**src/rtl/input_pga_map.svh**
```systemverilog
// Purpose: offsets, field positions, reset values for the input gain-stage control registers
// Assumes: plain register port, 8-bit address, 16-bit data
// Notes:   right configuration field arrives as an input (its register lies elsewhere)
//
// Summary of operation
// - right stage muted while bit 7 of right gain register is 1; resets to 1.
// - single-ended or line: 5-bit code maps monotonic -1.5 dB to +28.3 dB.
// - mic: 00001 is +12 dB, 3 dB steps, 00111 and up give +30 dB.
// - right gain code resets to 00101 (0 dB line, +24 dB mic).
// - left bit 6 enables common-mode rejection, resets 1, only in differential line.
// - bits 5:4 reset 00, choose inverting pin; non-inverting side in mic mode.
// - bits 3:2 reset 01, choose non-inverting pin; inverting side in mic mode.
// - pin code 00 first pin, 01 second pin, 1X third pin.
// - left configuration bits 1:0 reset 00: 00 single, 01 line, 10 mic, 11 reserved.
// - right configuration uses the same four-code encoding.
`ifndef INPUT_PGA_MAP_SVH
`define INPUT_PGA_MAP_SVH
// ==========================================================
// offsets and fields
`define OFF_RIGHT_INPUT_GAIN  8'h2d
`define OFF_LEFT_INPUT_CONFIG 8'h2e
`define BIT_RIGHT_MUTE        7
`define BIT_LEFT_CMR          6
`define RST_RIGHT_MUTE        1'h1
`define RST_RIGHT_CODE        5'h05
`define RST_LEFT_CMR          1'h1
`define RST_LEFT_NSEL         2'h0
`define RST_LEFT_PSEL         2'h1
`define RST_LEFT_MODE         2'h0
`endif

```
**src/rtl/input_pga_pkg.sv**
```systemverilog
// Purpose: types for the input gain-stage control registers
// Assumes: nothing
// Notes:   gain expressed in tenths of a dB, signed
package input_pga_pkg;
  typedef enum logic [1:0] {MODE_SINGLE, MODE_DIFF_LINE, MODE_DIFF_MIC, MODE_RESERVED} in_mode_t;
  typedef enum logic [1:0] {PIN_FIRST, PIN_SECOND, PIN_THIRD, PIN_NONE} pin_t;
  typedef struct packed {
    logic              silence;
    logic [4:0]        code;
    logic signed [9:0] gainTenthDb;
    logic              reserved;
  } right_gain_t;
  typedef struct packed {
    logic cmrActive;
    pin_t invPin;
    pin_t nonInvPin;
    in_mode_t mode;
  } left_path_t;
endpackage : input_pga_pkg

```
**src/rtl/input_pga_control_regs.sv**
```systemverilog
// Purpose: right gain register and left input configuration register
// Assumes: single clock, synchronous active-low reset, clock enable freezes state
// Notes:   read data valid the cycle after the read strobe
//
// The address-and-strobe port was chosen for this implementation.
`timescale 1ns/1ns
`default_nettype none
`include "input_pga_map.svh"
module input_pga_control_regs
  import input_pga_pkg::*;
(
  input  wire logic        clk_sys,
  input  wire logic        reset_n,
  input  wire logic        clkEn,
  input  wire logic [7:0]  regAddr,
  input  wire logic [15:0] regWrData,
  input  wire logic        regWr,
  input  wire logic        regRd,
  input  wire in_mode_t    rightMode,
  output logic [15:0]      regRdData,
  output right_gain_t      rightGain,
  output left_path_t       leftPath
);
  // ==========================================================
  // registers
  logic       rightSilence_ff;
  logic [4:0] rightCode_ff;
  logic       leftCmr_ff;
  logic [1:0] leftNSel_ff;
  logic [1:0] leftPSel_ff;
  logic [1:0] leftMode_ff;
  logic [15:0] nxt_rdData;
  logic signed [9:0] gainDec;
  logic       gainRes;
  in_mode_t   leftMode;

  function automatic pin_t pinOf(input logic [1:0] s);
    if (s[1]) return PIN_THIRD;
    return s[0] ? PIN_SECOND : PIN_FIRST;
  endfunction : pinOf

  always_ff @(posedge clk_sys) begin
    if (!reset_n) begin
      rightSilence_ff <= `RST_RIGHT_MUTE;
      rightCode_ff    <= `RST_RIGHT_CODE;
    end else if (clkEn && regWr && regAddr == `OFF_RIGHT_INPUT_GAIN) begin
      rightSilence_ff <= regWrData[`BIT_RIGHT_MUTE];
      rightCode_ff    <= regWrData[4:0];
    end
  end

  always_ff @(posedge clk_sys) begin
    if (!reset_n) begin
      leftCmr_ff  <= `RST_LEFT_CMR;
      leftNSel_ff <= `RST_LEFT_NSEL;
      leftPSel_ff <= `RST_LEFT_PSEL;
      leftMode_ff <= `RST_LEFT_MODE;
    end else if (clkEn && regWr && regAddr == `OFF_LEFT_INPUT_CONFIG) begin
      leftCmr_ff  <= regWrData[`BIT_LEFT_CMR];
      leftNSel_ff <= regWrData[5:4];
      leftPSel_ff <= regWrData[3:2];
      leftMode_ff <= regWrData[1:0];
    end
  end

  // ==========================================================
  // read path
  always_comb begin
    nxt_rdData = 16'h0000;
    case (regAddr)
      `OFF_RIGHT_INPUT_GAIN:  nxt_rdData = {8'h00, rightSilence_ff, 2'h0, rightCode_ff};
      `OFF_LEFT_INPUT_CONFIG: nxt_rdData = {9'h000, leftCmr_ff, leftNSel_ff, leftPSel_ff,
                                            leftMode_ff};
      default:                nxt_rdData = 16'h0000;
    endcase
  end

  always_ff @(posedge clk_sys) begin
    if (!reset_n) begin
      regRdData <= 16'h0000;
    end else if (clkEn) begin
      regRdData <= regRd ? nxt_rdData : 16'h0000;
    end
  end

  // ==========================================================
  // decoded controls
  pga_gain_decode i_pga_gain_decode (
    .code        (rightCode_ff),
    .mode        (rightMode),
    .gainTenthDb (gainDec),
    .reserved    (gainRes)
  );

  assign leftMode = in_mode_t'(leftMode_ff);

  always_ff @(posedge clk_sys) begin
    if (!reset_n) begin
      rightGain <= '{silence: 1'b1, code: 5'h05, gainTenthDb: 10'sh000, reserved: 1'b0};
      leftPath  <= '{cmrActive: 1'b0, invPin: PIN_FIRST, nonInvPin: PIN_SECOND,
                     mode: MODE_SINGLE};
    end else if (clkEn) begin
      rightGain.silence     <= rightSilence_ff;
      rightGain.code        <= rightCode_ff;
      rightGain.gainTenthDb <= gainDec;
      rightGain.reserved    <= gainRes;
      leftPath.cmrActive    <= leftCmr_ff && leftMode == MODE_DIFF_LINE;
      leftPath.mode         <= leftMode;
      if (leftMode == MODE_DIFF_MIC) begin
        leftPath.invPin    <= pinOf(leftPSel_ff);
        leftPath.nonInvPin <= pinOf(leftNSel_ff);
      end else begin
        leftPath.invPin    <= pinOf(leftNSel_ff);
        leftPath.nonInvPin <= pinOf(leftPSel_ff);
      end
    end
  end
endmodule : input_pga_control_regs
`default_nettype wire

```
**src/rtl/pga_gain_decode.sv**
```systemverilog
// Purpose: gain code to tenths of a dB
// Assumes: mode from configuration field
// Notes:   combinational
`timescale 1ns/1ns
`default_nettype none
module pga_gain_decode
  import input_pga_pkg::*;
(
  input  wire logic [4:0]        code,
  input  wire in_mode_t          mode,
  output logic signed [9:0]      gainTenthDb,
  output logic                   reserved
);
  // ==========================================================
  // line table
  function automatic logic signed [9:0] lineGain(input logic [4:0] c);
    logic signed [9:0] t [32];
    t = '{-15, -13, -10, -7, -3, 0, 3, 7, 10, 14, 18, 23, 27, 32, 37, 42,
          48, 54, 60, 67, 75, 83, 92, 102, 114, 127, 143, 162, 192, 223, 252, 283};
    return t[c];
  endfunction : lineGain

  always_comb begin
    reserved    = 1'b0;
    gainTenthDb = 10'sh000;
    case (mode)
      MODE_SINGLE, MODE_DIFF_LINE: gainTenthDb = lineGain(code);
      MODE_DIFF_MIC: begin
        if (code == 5'h00) begin
          reserved = 1'b1;
        end else if (code >= 5'h07) begin
          gainTenthDb = 10'sd300;
        end else begin
          gainTenthDb = 10'(90 + 30 * int'(code));
        end
      end
      default: reserved = 1'b1;
    endcase
  end
endmodule : pga_gain_decode
`default_nettype wire

```
**config.mk**
```make
export PLATFORM = sky130hd
export DESIGN_NAME = input_pga_control_regs
export DESIGN_NICKNAME = d
export VERILOG_FILES = /design/src/rtl/input_pga_pkg.sv /design/src/rtl/input_pga_control_regs.sv /design/src/rtl/pga_gain_decode.sv
export VERILOG_INCLUDE_DIRS = /design/src /design/src/rtl
export SDC_FILE = /design/constraint.sdc
export NUM_CORES = 1
export LEC_CHECK = 0
export BUFFER_PORTS_ARGS = -buffer_cell sky130_fd_sc_hd__buf_2
export CAP_MARGIN = 30
export CORE_UTILIZATION = 38
export DETAILED_ROUTE_END_ITERATION = 8
export GPL_ROUTABILITY_DRIVEN = 0
export GPL_TIMING_DRIVEN = 0
export SKIP_CTS_REPAIR_TIMING = 1
export SYNTH_ARGS = -nofsm -noshare
export SYNTH_HDL_FRONTEND = slang
export SYNTH_HIERARCHICAL = 1
export SYNTH_SLANG_ARGS = --single-unit
```
**constraint.sdc**
```tcl
create_clock -name clk_sys -period 6.2 [get_ports clk_sys]
set_input_delay 0.93 -clock clk_sys [delete_from_list [all_inputs] [get_ports clk_sys]]
set_output_delay 0.93 -clock clk_sys [all_outputs]
set_load 0.01 [all_outputs]
```
==> results.md, run 1 <==
* Result of the run: completed
* RSZ-0062 raised after global routing: false
* Synthesis-stage register bit count at 45
* Chip Width at ~93 µm
* Number of remaining DRC errors at 0
* Setup TNS at 0 ns
* Clock slew at reported path FFs at ~0.080 ns
* Wire length of the first global-routing pass at around 13 mm
* Buffers & Inverters on Critical Path at 3
* Worst setup startpoint: rightCode_ff[1]$_SDFFE_PN0P_
* Fraction of registers with async set/reset at 0%
* Vias at approximately 2700
* Standard cell core area at approximately 7800 µm²
* Signal arrival time at the worst endpoint at about 4.2 ns
* Type of the tightest min-delay check: flip-flop to flip-flop
* Family of cells with the greatest summed delay on the critical path: adder cells
* Endpoint required time on the critical path at 6.37 ns
* Maximum number of pins on one net before global-route repair at 14
* Cell leakage power at between 1.5 and 2 nW
* Boundary Pins at around 70
* Number of placement rows at 32
* Clock latency on the worst-skew pair at around 0.29 ns
* Endpoint type of the worst setup path: flip-flop
* Crit Path Max Fanout at 10
* Nets@finish at 488
* Die outline area at about 8600 µm²
* Top library cells by usage in the layout, fill and taps aside: 63 x sky130_fd_sc_hd__buf_2, 54 x sky130_fd_sc_hd__nor2_1, 45 x sky130_fd_sc_hd__dfxtp_1
* Starting density of the core at between 30% and 40%
* Crit path cell chain: clkbuf_1 -> inv_1 -> fa_1 -> fa_1 -> inv_1 -> ha_1 -> o21ai_1 -> or4b_4 -> o2111ai_2 -> o211ai_2 -> xnor2_1 -> o21ai_1 -> mux2i_1 -> nor2_1
* Synthesized netlist cell count at between 300 and 400
* Clock net sink count at 45
* Synthesis-to-finish area growth at 16.24%
* Grt total ovfl at 0
* Maximum capacitance violations at 0
* Main flop type after synthesis: sky130_fd_sc_hd__dfxtp_1
* Gr usage total at between 10% and 20%
* Headroom to the max-slew limit at a little under three fifths
* H-tree lvl count at 2
* Wire length after detailed routing at 7.694 mm
* Post-route fraction of the period consumed by the critical path at about 65%
* Slowest cell on crit path: sky130_fd_sc_hd__dfxtp_1
* Worst-case register-to-register setup slack at 2.16 ns
* Number of port buffers at 53
* Number of global-route vias before repair at ~2600
* Antenna violations before repair at 0
* DR pass1 iterations at 4
* Worst setup slack after placement at between 2 and 2.5 ns
* Final Skew at approximately 0.0084 ns
* Buffers from clock root to sink, at most at 2
* Maximum cell stage delay along the critical path at roughly 0.63 ns
* Via/cell ratio at 5.181
* Ratio of cells with drive above 1 in the final layout at around 22%
* Count of endpoints failing hold in the final timing report at 0
* CTS tree: yes
* Critical register-to-register path startpoint: rightCode_ff[1]$_SDFFE_PN0P_
* Post-DRT Antenna Nets at 0
* Final worst setup slack at roughly 2.2 ns
* Final count of negative-setup-slack endpoints at 0
* Clock root buffer: sky130_fd_sc_hd__clkbuf_8
* Die H at 92.84 µm
* Commonest non-fill, non-tap cell in the layout: sky130_fd_sc_hd__buf_2
* Number of enable flip-flop cells after synthesis at 0
* # diodes at 0
* TritonCTS Buffers at 5
* Ys Warns at 6
* FMAX at roughly 250 MHz
* Post-layout util at between 40 and 50%
* Critical path start-end classification: flip-flop to flip-flop
* DR WL/cell at between 10 and 15 µm
* Mapped cell area at between 3000 and 4000 µm²
* Sort of element at the start of the critical path: flip-flop
* Min Tclk post-route at between 4 and 5 ns
* HPWL reported at the end of detailed placement at 5.989 mm
* Sequential share of the synthesized area at approximately 29%
* Number of distinct standard cells referenced by the synthesized netlist at 55
* DRC violation total after the first TritonRoute iteration at between 150 and 200
* Origin of the worst min-delay path: regRdData[6]$_SDFFE_PN0P_
* Power density cells at between 100 and 150 nW/µm²
* Max-slew violation count at 0
* Maximum vdd drop at between 80 and 90 µV
* Mean cell area of the mapped netlist at between 8 and 9 µm²
* Transition time of the tightest slew-check pin at roughly 0.67 ns
## logic make-up after synthesis
family                     Yosys count  share of synthesized area (%)
and+or+nand+nor                    126                          19.35
AOI/OAI and AO/OA                   62                          14.05
DFF                                 45                          28.73
buffers and inverters               44                          6.624
muxes                               40                          13.97
adders and majority gates           29                          13.25
xor gates and xnor gates            14                          3.910
other                                1                         0.1196
## where the power goes
part	switching [W]	total, W	internal (W)
Sequential	0.00000148	0.000293	0.000291
Clock	0.0000949	0.000183	0.0000882
Combinational	0.0000304	0.0000513	0.0000209
## metal layers
metal / up-vias / wire [µm] / track usage (%)
li1: 1381 / - / -
met1: 1285 / 3870 / 27.20
met2: 72 / 3371 / 28.13
met3: 8 / 352 / 2.874
met4: 0 / 99 / 4.744
met5: - / 0 / 0
## sequential cells by signal, summed over array words and instances, names as in the netlist
| name | cells |
|---|---|
| rightSilence_ff | 1 |
| regRdData | 8 |
| leftNSel_ff | 2 |
| leftCmr_ff | 1 |
| leftMode | 2 |
| leftPSel_ff | 2 |
| rightCode_ff | 5 |
| leftPath | 7 |
| rightGain | 17 |
## per-stage QoR
step	instance area [µm²]	hold slack, ns	total power (W)	std cells
floorplan	3162	0.4554	0.0003327	368
global placement	3555	0.4470	0.0003506	523
detailed placement	3555	0.4601	0.0003510	523
CTS	3645	0.4712	0.0005317	530
global route	3645	0.4895	0.0005483	530
finish	3645	0.4663	0.0005273	530
## final timing paths
kind,to,depth (start not counted)
worst max-delay path,rightGain[10]$_SDFFE_PN0P_,14
worst min-delay path,regRdData[6]$_SDFFE_PN0P_,2
worst max register to register,rightGain[10]$_SDFFE_PN0P_,14
worst min register to register,regRdData[6]$_SDFFE_PN0P_,2
## cells in the mapped netlist, types with 5 or more instances
master                     instances  area, µm²
sky130_fd_sc_hd__a211oi_1          7      52.55
sky130_fd_sc_hd__a21oi_1          16      80.08
sky130_fd_sc_hd__a22o_1            5      43.79
sky130_fd_sc_hd__a32o_1            5      50.05
sky130_fd_sc_hd__buf_2            10      50.05
sky130_fd_sc_hd__buf_4             8      60.06
sky130_fd_sc_hd__clkbuf_1          8      30.03
sky130_fd_sc_hd__dfxtp_1          45      900.9
sky130_fd_sc_hd__fa_1              7      140.1
sky130_fd_sc_hd__ha_1             22      275.3
sky130_fd_sc_hd__inv_1            14      52.55
sky130_fd_sc_hd__mux2i_1          37      370.4
sky130_fd_sc_hd__nand2_1          31      116.4
sky130_fd_sc_hd__nor2_1           54      202.7
sky130_fd_sc_hd__nor2b_1          11      68.82
sky130_fd_sc_hd__o22ai_1           5      31.28
sky130_fd_sc_hd__xor2_1           10      87.58
## final cells by class
cell class	count	area (µm²)
repair buffers	53	265.3
flip-flops and latches	45	900.9
clock inverters	1	7.507
clock buffers	6	82.58
multi-input cells	279	2053
fillers	793	4203
well taps	102	127.6
inverters	18	67.56
plain buffers	26	140.1
## worst min-delay path, cell delays in order, from the launching register on
cell,delay [ns]
sky130_fd_sc_hd__dfxtp_1,0.32
sky130_fd_sc_hd__nand2_1,0.06
sky130_fd_sc_hd__a21oi_1,0.05
No activity file was read; power rests on OpenSTA's default activity.
==> inputs of run 2 (changes only) <==
clock period = 3.4 ns   (was 6.2 ns; I/O delays follow)
==> run 2 against run 1 <==
  * Die area did not move
  * Critical path depth down 1
  * Worst setup slack worse by 2.1 ns
  * Utilization increased by 3.6 points
  * Non-clock buffer count rose by 18
  * Register-to-register slack worse by 2.1 ns
  * Count of clock-buffer cells in the layout is 1 lower
  * Largest cell class unchanged
  * Highest routed layer unchanged
==> results.md, run 2 (synthesis results as in run 1) <==
* Most used cell along the critical path: sky130_fd_sc_hd__fa_1
* Top Metal Used: met4
* Die H at a little over 90 µm
* Origin of the worst min-delay path: regWrData[5]
* Sort of element at the start of the critical path: flip-flop
* Post-DRT Antenna Nets at 0
* Placed Instance Area at about 3600 µm²
* Type of the tightest min-delay check: input port to flip-flop
* DR WL/cell at about 15 µm
* Number of global-route vias before repair at between 2000 and 3000
* Endpoint required time on the critical path at 3.56 ns
* Largest register by flop count: rightGain
* Maximum cell stage delay along the critical path at ~0.53 ns
* Count of endpoints failing hold in the final timing report at 0
* Final Skew at 0.01231 ns
* H-tree lvl count at 2
* Min Tclk post-route at approximately 3.3 ns
* Nets@finish at ~510
* Antenna violations before repair at 0
* Boundary Pins at just over 70
* TritonCTS Buffers at 5
* Metal-1 WL at between 3 and 4 mm
* Critical register-to-register path startpoint: rightCode_ff[1]$_SDFFE_PN0P_
* Clock net sink count at between 40 and 50
* CTS tree: yes
* Maximum vdd drop at ~170 µV
* Top library cells by usage in the layout, fill and taps aside: 62 x sky130_fd_sc_hd__buf_2, 54 x sky130_fd_sc_hd__nor2_1, 40 x sky130_fd_sc_hd__dfxtp_1
* Slowest cell on crit path: sky130_fd_sc_hd__fa_1
* Via/cell ratio at 5.020
* Die outline area at between 8000 and 9000 µm²
* Clock root buffer: sky130_fd_sc_hd__clkbuf_8
* Number of placement rows at 32
* Transition time of the tightest slew-check pin at slightly below 0.7 ns
* Cell leakage power at around 1.9 nW
* Grt total ovfl at 0
* Maximum number of pins on one net before global-route repair at 16
* Power density cells at around 240 nW/µm²
* Final count of negative-setup-slack endpoints at 0
* Starting density of the core at 39.96%
* Commonest non-fill, non-tap cell in the layout: sky130_fd_sc_hd__buf_2
* Number of port buffers at 53
* Max reg flops at 17
* DRC violation total after the first TritonRoute iteration at just under 200
* Setup TNS at 0 ns
* RSZ-0062 raised after global routing: true
* Worst setup startpoint: rightCode_ff[1]$_SDFFE_PN0P_
* Endpoint type of the worst setup path: flip-flop
* Headroom to the max-slew limit at between 50% and 60%
* Standard cell core area at slightly below 8000 µm²
* Vias at approximately 2800
* Registers with the most flip-flops: rightGain (17), regRdData (8), leftPath (7)
* Post-Route Hold Slack at between 0.4 and 0.5 ns
* HPWL reported at the end of detailed placement at slightly below 6 mm
* Chip Width at 92.84 µm
* DR pass1 iterations at 4
* Buffers from clock root to sink, at most at 2
* Met3 WL at 383 µm
* Maximum capacitance violations at 0
* Number of remaining DRC errors at 0
* FMAX at around 300 MHz
* Clock latency on the worst-skew pair at about 0.30 ns
* Total length of routed met2 wires at approximately 3.6 mm
* Post-route cell area at a little under 4000 µm²
* Crit path cell chain: buf_4 -> fa_1 -> fa_1 -> inv_1 -> fa_2 -> nand2b_4 -> a21oi_2 -> nor4_1 -> a311oi_2 -> xnor2_1 -> o21ai_1 -> mux2i_1 -> nor2_1
* Wire length after detailed routing at ~8.0 mm
* Synthesis-to-finish area growth at 25.30%
* Wire length of the first global-routing pass at approximately 13 mm
* Critical path start-end classification: flip-flop to flip-flop
* Fin cells at approximately 550
* Signal arrival time at the worst endpoint at roughly 3.5 ns
* # diodes at 0
* Ratio of cells with drive above 1 in the final layout at between 20% and 30%
* Placed Cells at between 500 and 600
* Max-slew violation count at 0
* Crit Path Max Fanout at 5
* Result of the run: completed
* Post-route fraction of the period consumed by the critical path at a little over nine tenths
* Clock slew at reported path FFs at ~0.090 ns
* Post-layout util at 50.06%
* Gr usage total at a little under a fifth
[run 2: changes by cell type in the layout (fill, tap and decap cells not counted), sizes merged]
| cell | previous run | this run |
|---|---|---|
| clkbuf | 14 | 12 |
| buf | 71 | 90 |
| clkinv | 0 | 1 |
| clkinvlp | 1 | 2 |
[run 2: worst paths after layout]
check,cells past startpoint,slack [ns],endpoint
max reg2reg,13,0.05,rightGain[10]$_SDFFE_PN0P_
min reg2reg,2,0.47,leftPath[6]$_SDFFE_PN0P_
max,13,0.05,rightGain[10]$_SDFFE_PN0P_
min,3,0.44,leftNSel_ff[1]$_SDFFE_PN0P_
[run 2: layer usage]
layer	track usage, %	vias to the layer above
li1	-	1412
met3	2.545	6
met2	28.74	76
met5	0	-
met1	27.00	1262
met4	4.744	0
[run 2: cell type report]
| type | count | area [µm²] |
|---|---|---|
| buffer | 26 | 153.9 |
| clock buffer | 5 | 68.82 |
| clock inverter | 3 | 21.27 |
| fill | 752 | 3919 |
| inverter | 18 | 76.32 |
| multi-input combinational | 279 | 2166 |
| sequential | 45 | 914.6 |
| tap | 102 | 127.6 |
| timing repair buffer | 71 | 400.4 |
[run 2: per-stage QoR]
stage | power, W | setup slack [ns]
4_1_cts | 0.0009763 | -0.3167
3_3_place_gp | 0.0006393 | -0.2802
6_report | 0.0009598 | 0.05471
5_1_grt | 0.001011 | -0.1196
3_5_place_dp | 0.0006396 | -0.3030
2_1_floorplan | 0.0006066 | 0.05919
[run 2: power breakdown]
group	internal, W	total, W	switching [W]
clock network	0.000146	0.000333	0.000187
registers	0.000529	0.000532	0.00000294
logic	0.0000390	0.0000950	0.0000560
total	0.000714	0.000960	0.000246
[run 2: worst max-delay path: cells and delay by family, from the launching register on]
kind | cells | cell delay, ns
and+or+nand+nor | 3 | 0.32
muxes | 1 | 0.13
buffers and inverters | 2 | 0.23
adders and majority gates | 3 | 1.43
xor gates and xnor gates | 1 | 0.17
AOI/OAI and AO/OA | 3 | 0.58
DFF | 1 | 0.37
==> inputs of run 3 (changes only) <==
==> constraint.sdc (replaced) <==
create_clock -name clk_sys -period 3.4 [get_ports clk_sys]
set_input_delay 0 -clock clk_sys [delete_from_list [all_inputs] [get_ports clk_sys]]
set_output_delay 0 -clock clk_sys [all_outputs]
set_load 0.01 [all_outputs]
==> run 3 against run 2 <==
  * The flow now finishes with violations (hold timing)
  * First-iteration DRC count rose by 6.7%
  * Count of clock-buffer cells in the layout unchanged
  * Fmax barely moved
  * Cell area is 1.5% higher
  * Utilization up 0.77 points
  * Worst hold slack worse by 0.46 ns
  * Sequential power barely moved
  * Critical path type unchanged
  * Largest power group unchanged
==> results.md, run 3 (synthesis results as in run 1) <==
* Result of the run: finished, violations left
* Violated checks: hold timing
* Grt total ovfl at 0
* Buffers from clock root to sink, at most at 2
* Gr usage total at between 10% and 20%
* Starting density of the core at between 30% and 40%
* Worst-case register-to-register setup slack at between 0.05 and 0.06 ns
* Clock latency on the worst-skew pair at ~0.30 ns
* Clock net sink count at 45
* HPWL reported at the end of detailed placement at 5.933 mm
* Post-DRT Antenna Nets at 0
* Net Switching at between 0.0002 and 0.00025 W
* Clock slew at reported path FFs at 0.10 ns
* Most used cell along the critical path: sky130_fd_sc_hd__fa_1
* Maximum number of pins on one net before global-route repair at 16
* Vias at ~2800
* Final count of negative-setup-slack endpoints at 0
* Critical path start-end classification: flip-flop to flip-flop
* Standard cell core area at 7848 µm²
* Via/cell ratio at between 4 and 5
* Registers with the most flip-flops: rightGain (17), regRdData (8), leftPath (7)
* CTS tree: yes
* Endpoint type of the worst setup path: flip-flop
* Slowest cell on crit path: sky130_fd_sc_hd__fa_1
* Share of total power in sequential cells at 55.0%
* Power share of the clock group at approximately a third
* Type of the tightest min-delay check: input port to flip-flop
* Maximum cell stage delay along the critical path at ~0.53 ns
* Maximum capacitance violations at 0
* Family of cells with the greatest summed delay on the critical path: adder cells
* Top library cells by usage in the layout, fill and taps aside: 62 x sky130_fd_sc_hd__buf_2, 54 x sky130_fd_sc_hd__nor2_1, 40 x sky130_fd_sc_hd__dfxtp_1
* DRC violation total after the first TritonRoute iteration at 206
* Signal arrival time at the worst endpoint at about 3.5 ns
* Headroom to the max-slew limit at 53.87%
* Worst setup slack after placement at -0.3030 ns
* Post-route fraction of the period consumed by the critical path at ~98%
* Largest register by flop count: rightGain
* Chip Width at 92.84 µm
* Proportion of total power due to net switching at around a quarter
* Endpoint required time on the critical path at 3.56 ns
* Final Skew at around 0.013 ns
* Origin of the worst min-delay path: regWrData[6]
* Count of endpoints failing hold in the final timing report at 1
* Transition time of the tightest slew-check pin at 0.6881 ns
* Number of placement rows at 32
* Nets@finish at 512
* Die outline area at ~8600 µm²
* Setup TNS at 0 ns
* Post-layout util at 50.83%
* Maximum vdd drop at 168.2 µV
* Power density cells at 242.5 nW/µm²
* Depth of the worst register-to-register path at 13
* H-tree lvl count at 2
* Capture point of the worst reg-to-reg path: rightGain[10]$_SDFFE_PN0P_
* Crit path cell chain: buf_4 -> fa_1 -> fa_1 -> inv_1 -> fa_2 -> nand2b_4 -> a21oi_2 -> nor4_1 -> a311oi_2 -> xnor2_1 -> o21ai_1 -> mux2i_1 -> nor2_1
* Die H at slightly above 90 µm
* Post-Route Hold Slack at -0.01865 ns
* Multi-input gate area at 2166 µm²
* Crit Path Max Fanout at 5
* Buffers & Inverters on Critical Path at 2
* # diodes at 0
* RSZ-0062 raised after global routing: true
* DR pass1 iterations at 4
* Area of all sequential standard cells at slightly above 900 µm²
* TritonCTS Buffers at 5
* Placed Cells at 523
* Min Tclk post-route at 3.348 ns
* Cell-internal power at between 0.0007 and 0.0008 W
* Final worst setup slack at 0.05197 ns
* Boundary Pins at 71
* FMAX at between 200 and 300 MHz
* Number of filler instances in the final layout at between 700 and 800
* Commonest non-fill, non-tap cell in the layout: sky130_fd_sc_hd__buf_2
* DR WL/cell at 14.43 µm
* End point of the critical path: rightGain[10]$_SDFFE_PN0P_
* Worst setup startpoint: rightCode_ff[1]$_SDFFE_PN0P_
* Sort of element at the start of the critical path: flip-flop
* Comb pwr share at a little over a tenth
* Antenna violations before repair at 0
* Fin cells at between 500 and 600
* Max-slew violation count at 0
* Synthesis-to-finish area growth at 27.21%
* Max reg flops at 17
* Number of port buffers at 53
* Cell leakage power at approximately 1.9 nW
* Critical register-to-register path startpoint: rightCode_ff[1]$_SDFFE_PN0P_
* Number of global-route vias before repair at between 2000 and 3000
* Ratio of cells with drive above 1 in the final layout at between 20 and 30%
* Depth of the critical timing path with buffers and inverters included at 13
* Number of remaining DRC errors at 0
* Clock root buffer: sky130_fd_sc_hd__clkbuf_8
* Wire length of the first global-routing pass at 12.70 mm
* Wire length after detailed routing at between 8 and 9 mm
run 3: tightest hold or removal path: stages:
cell and delay (ns):
sky130_fd_sc_hd__buf_2 0.08, sky130_fd_sc_hd__nor2_1 0.04, sky130_fd_sc_hd__mux2i_1 0.11
run 3: layout make-up:
class / instances / area share, %
Multi-Input combinational cell: 279 / 54.30
Sequential cell: 45 / 22.93
Timing Repair Buffer: 77 / 11.54
Buffer: 26 / 3.858
Tap cell: 102 / 3.199
Inverter: 18 / 1.913
Clock buffer: 5 / 1.725
Clock inverter: 3 / 0.5332
run 3: through the flow:
step	hold WS, ns	area (µm²)	power, W
floorplan	0.1388	3167	0.0006066
global placement	0.2582	3560	0.0006393
CTS	-0.07384	3650	0.0009763
detailed placement	0.2530	3560	0.0006396
global route	0.01492	3989	0.001017
finish	-0.01865	3989	0.0009673
run 3: how the worst min path moves through the flow:
stage	end	slack, ns	cells after the start
after CTS	leftNSel_ff[1]$_SDFFE_PN0P_	-0.07	3
after global routing	leftPSel_ff[0]$_SDFFE_PN1P_	0.01	3
after floorplan	leftMode[0]$_SDFFE_PN0P_	0.14	2
after global placement	leftNSel_ff[1]$_SDFFE_PN0P_	0.26	3
final	leftCmr_ff$_SDFFE_PN1P_	-0.02	3
after detailed placement	leftNSel_ff[1]$_SDFFE_PN0P_	0.25	3
run 3: per-layer routing:
metal / track usage, % / part of all wire [%] / up-vias
met5: 0 / 0 / -
met4: 4.744 / 1.2 / 0
met3: 2.545 / 4.7 / 6
met2: 28.74 / 44 / 77
met1: 27.00 / 50 / 1264
li1: - / - / 1424
run 3: power by group through the flow:
stage          Clock [W]  Combinational (W)  Sequential [W]
6_report        0.000335           0.000100        0.000532
5_1_grt         0.000373           0.000111        0.000533
4_1_cts         0.000349          0.0000931        0.000535
3_5_place_dp           0          0.0000927        0.000547
3_3_place_gp           0          0.0000926        0.000547
2_1_floorplan          0          0.0000578        0.000549
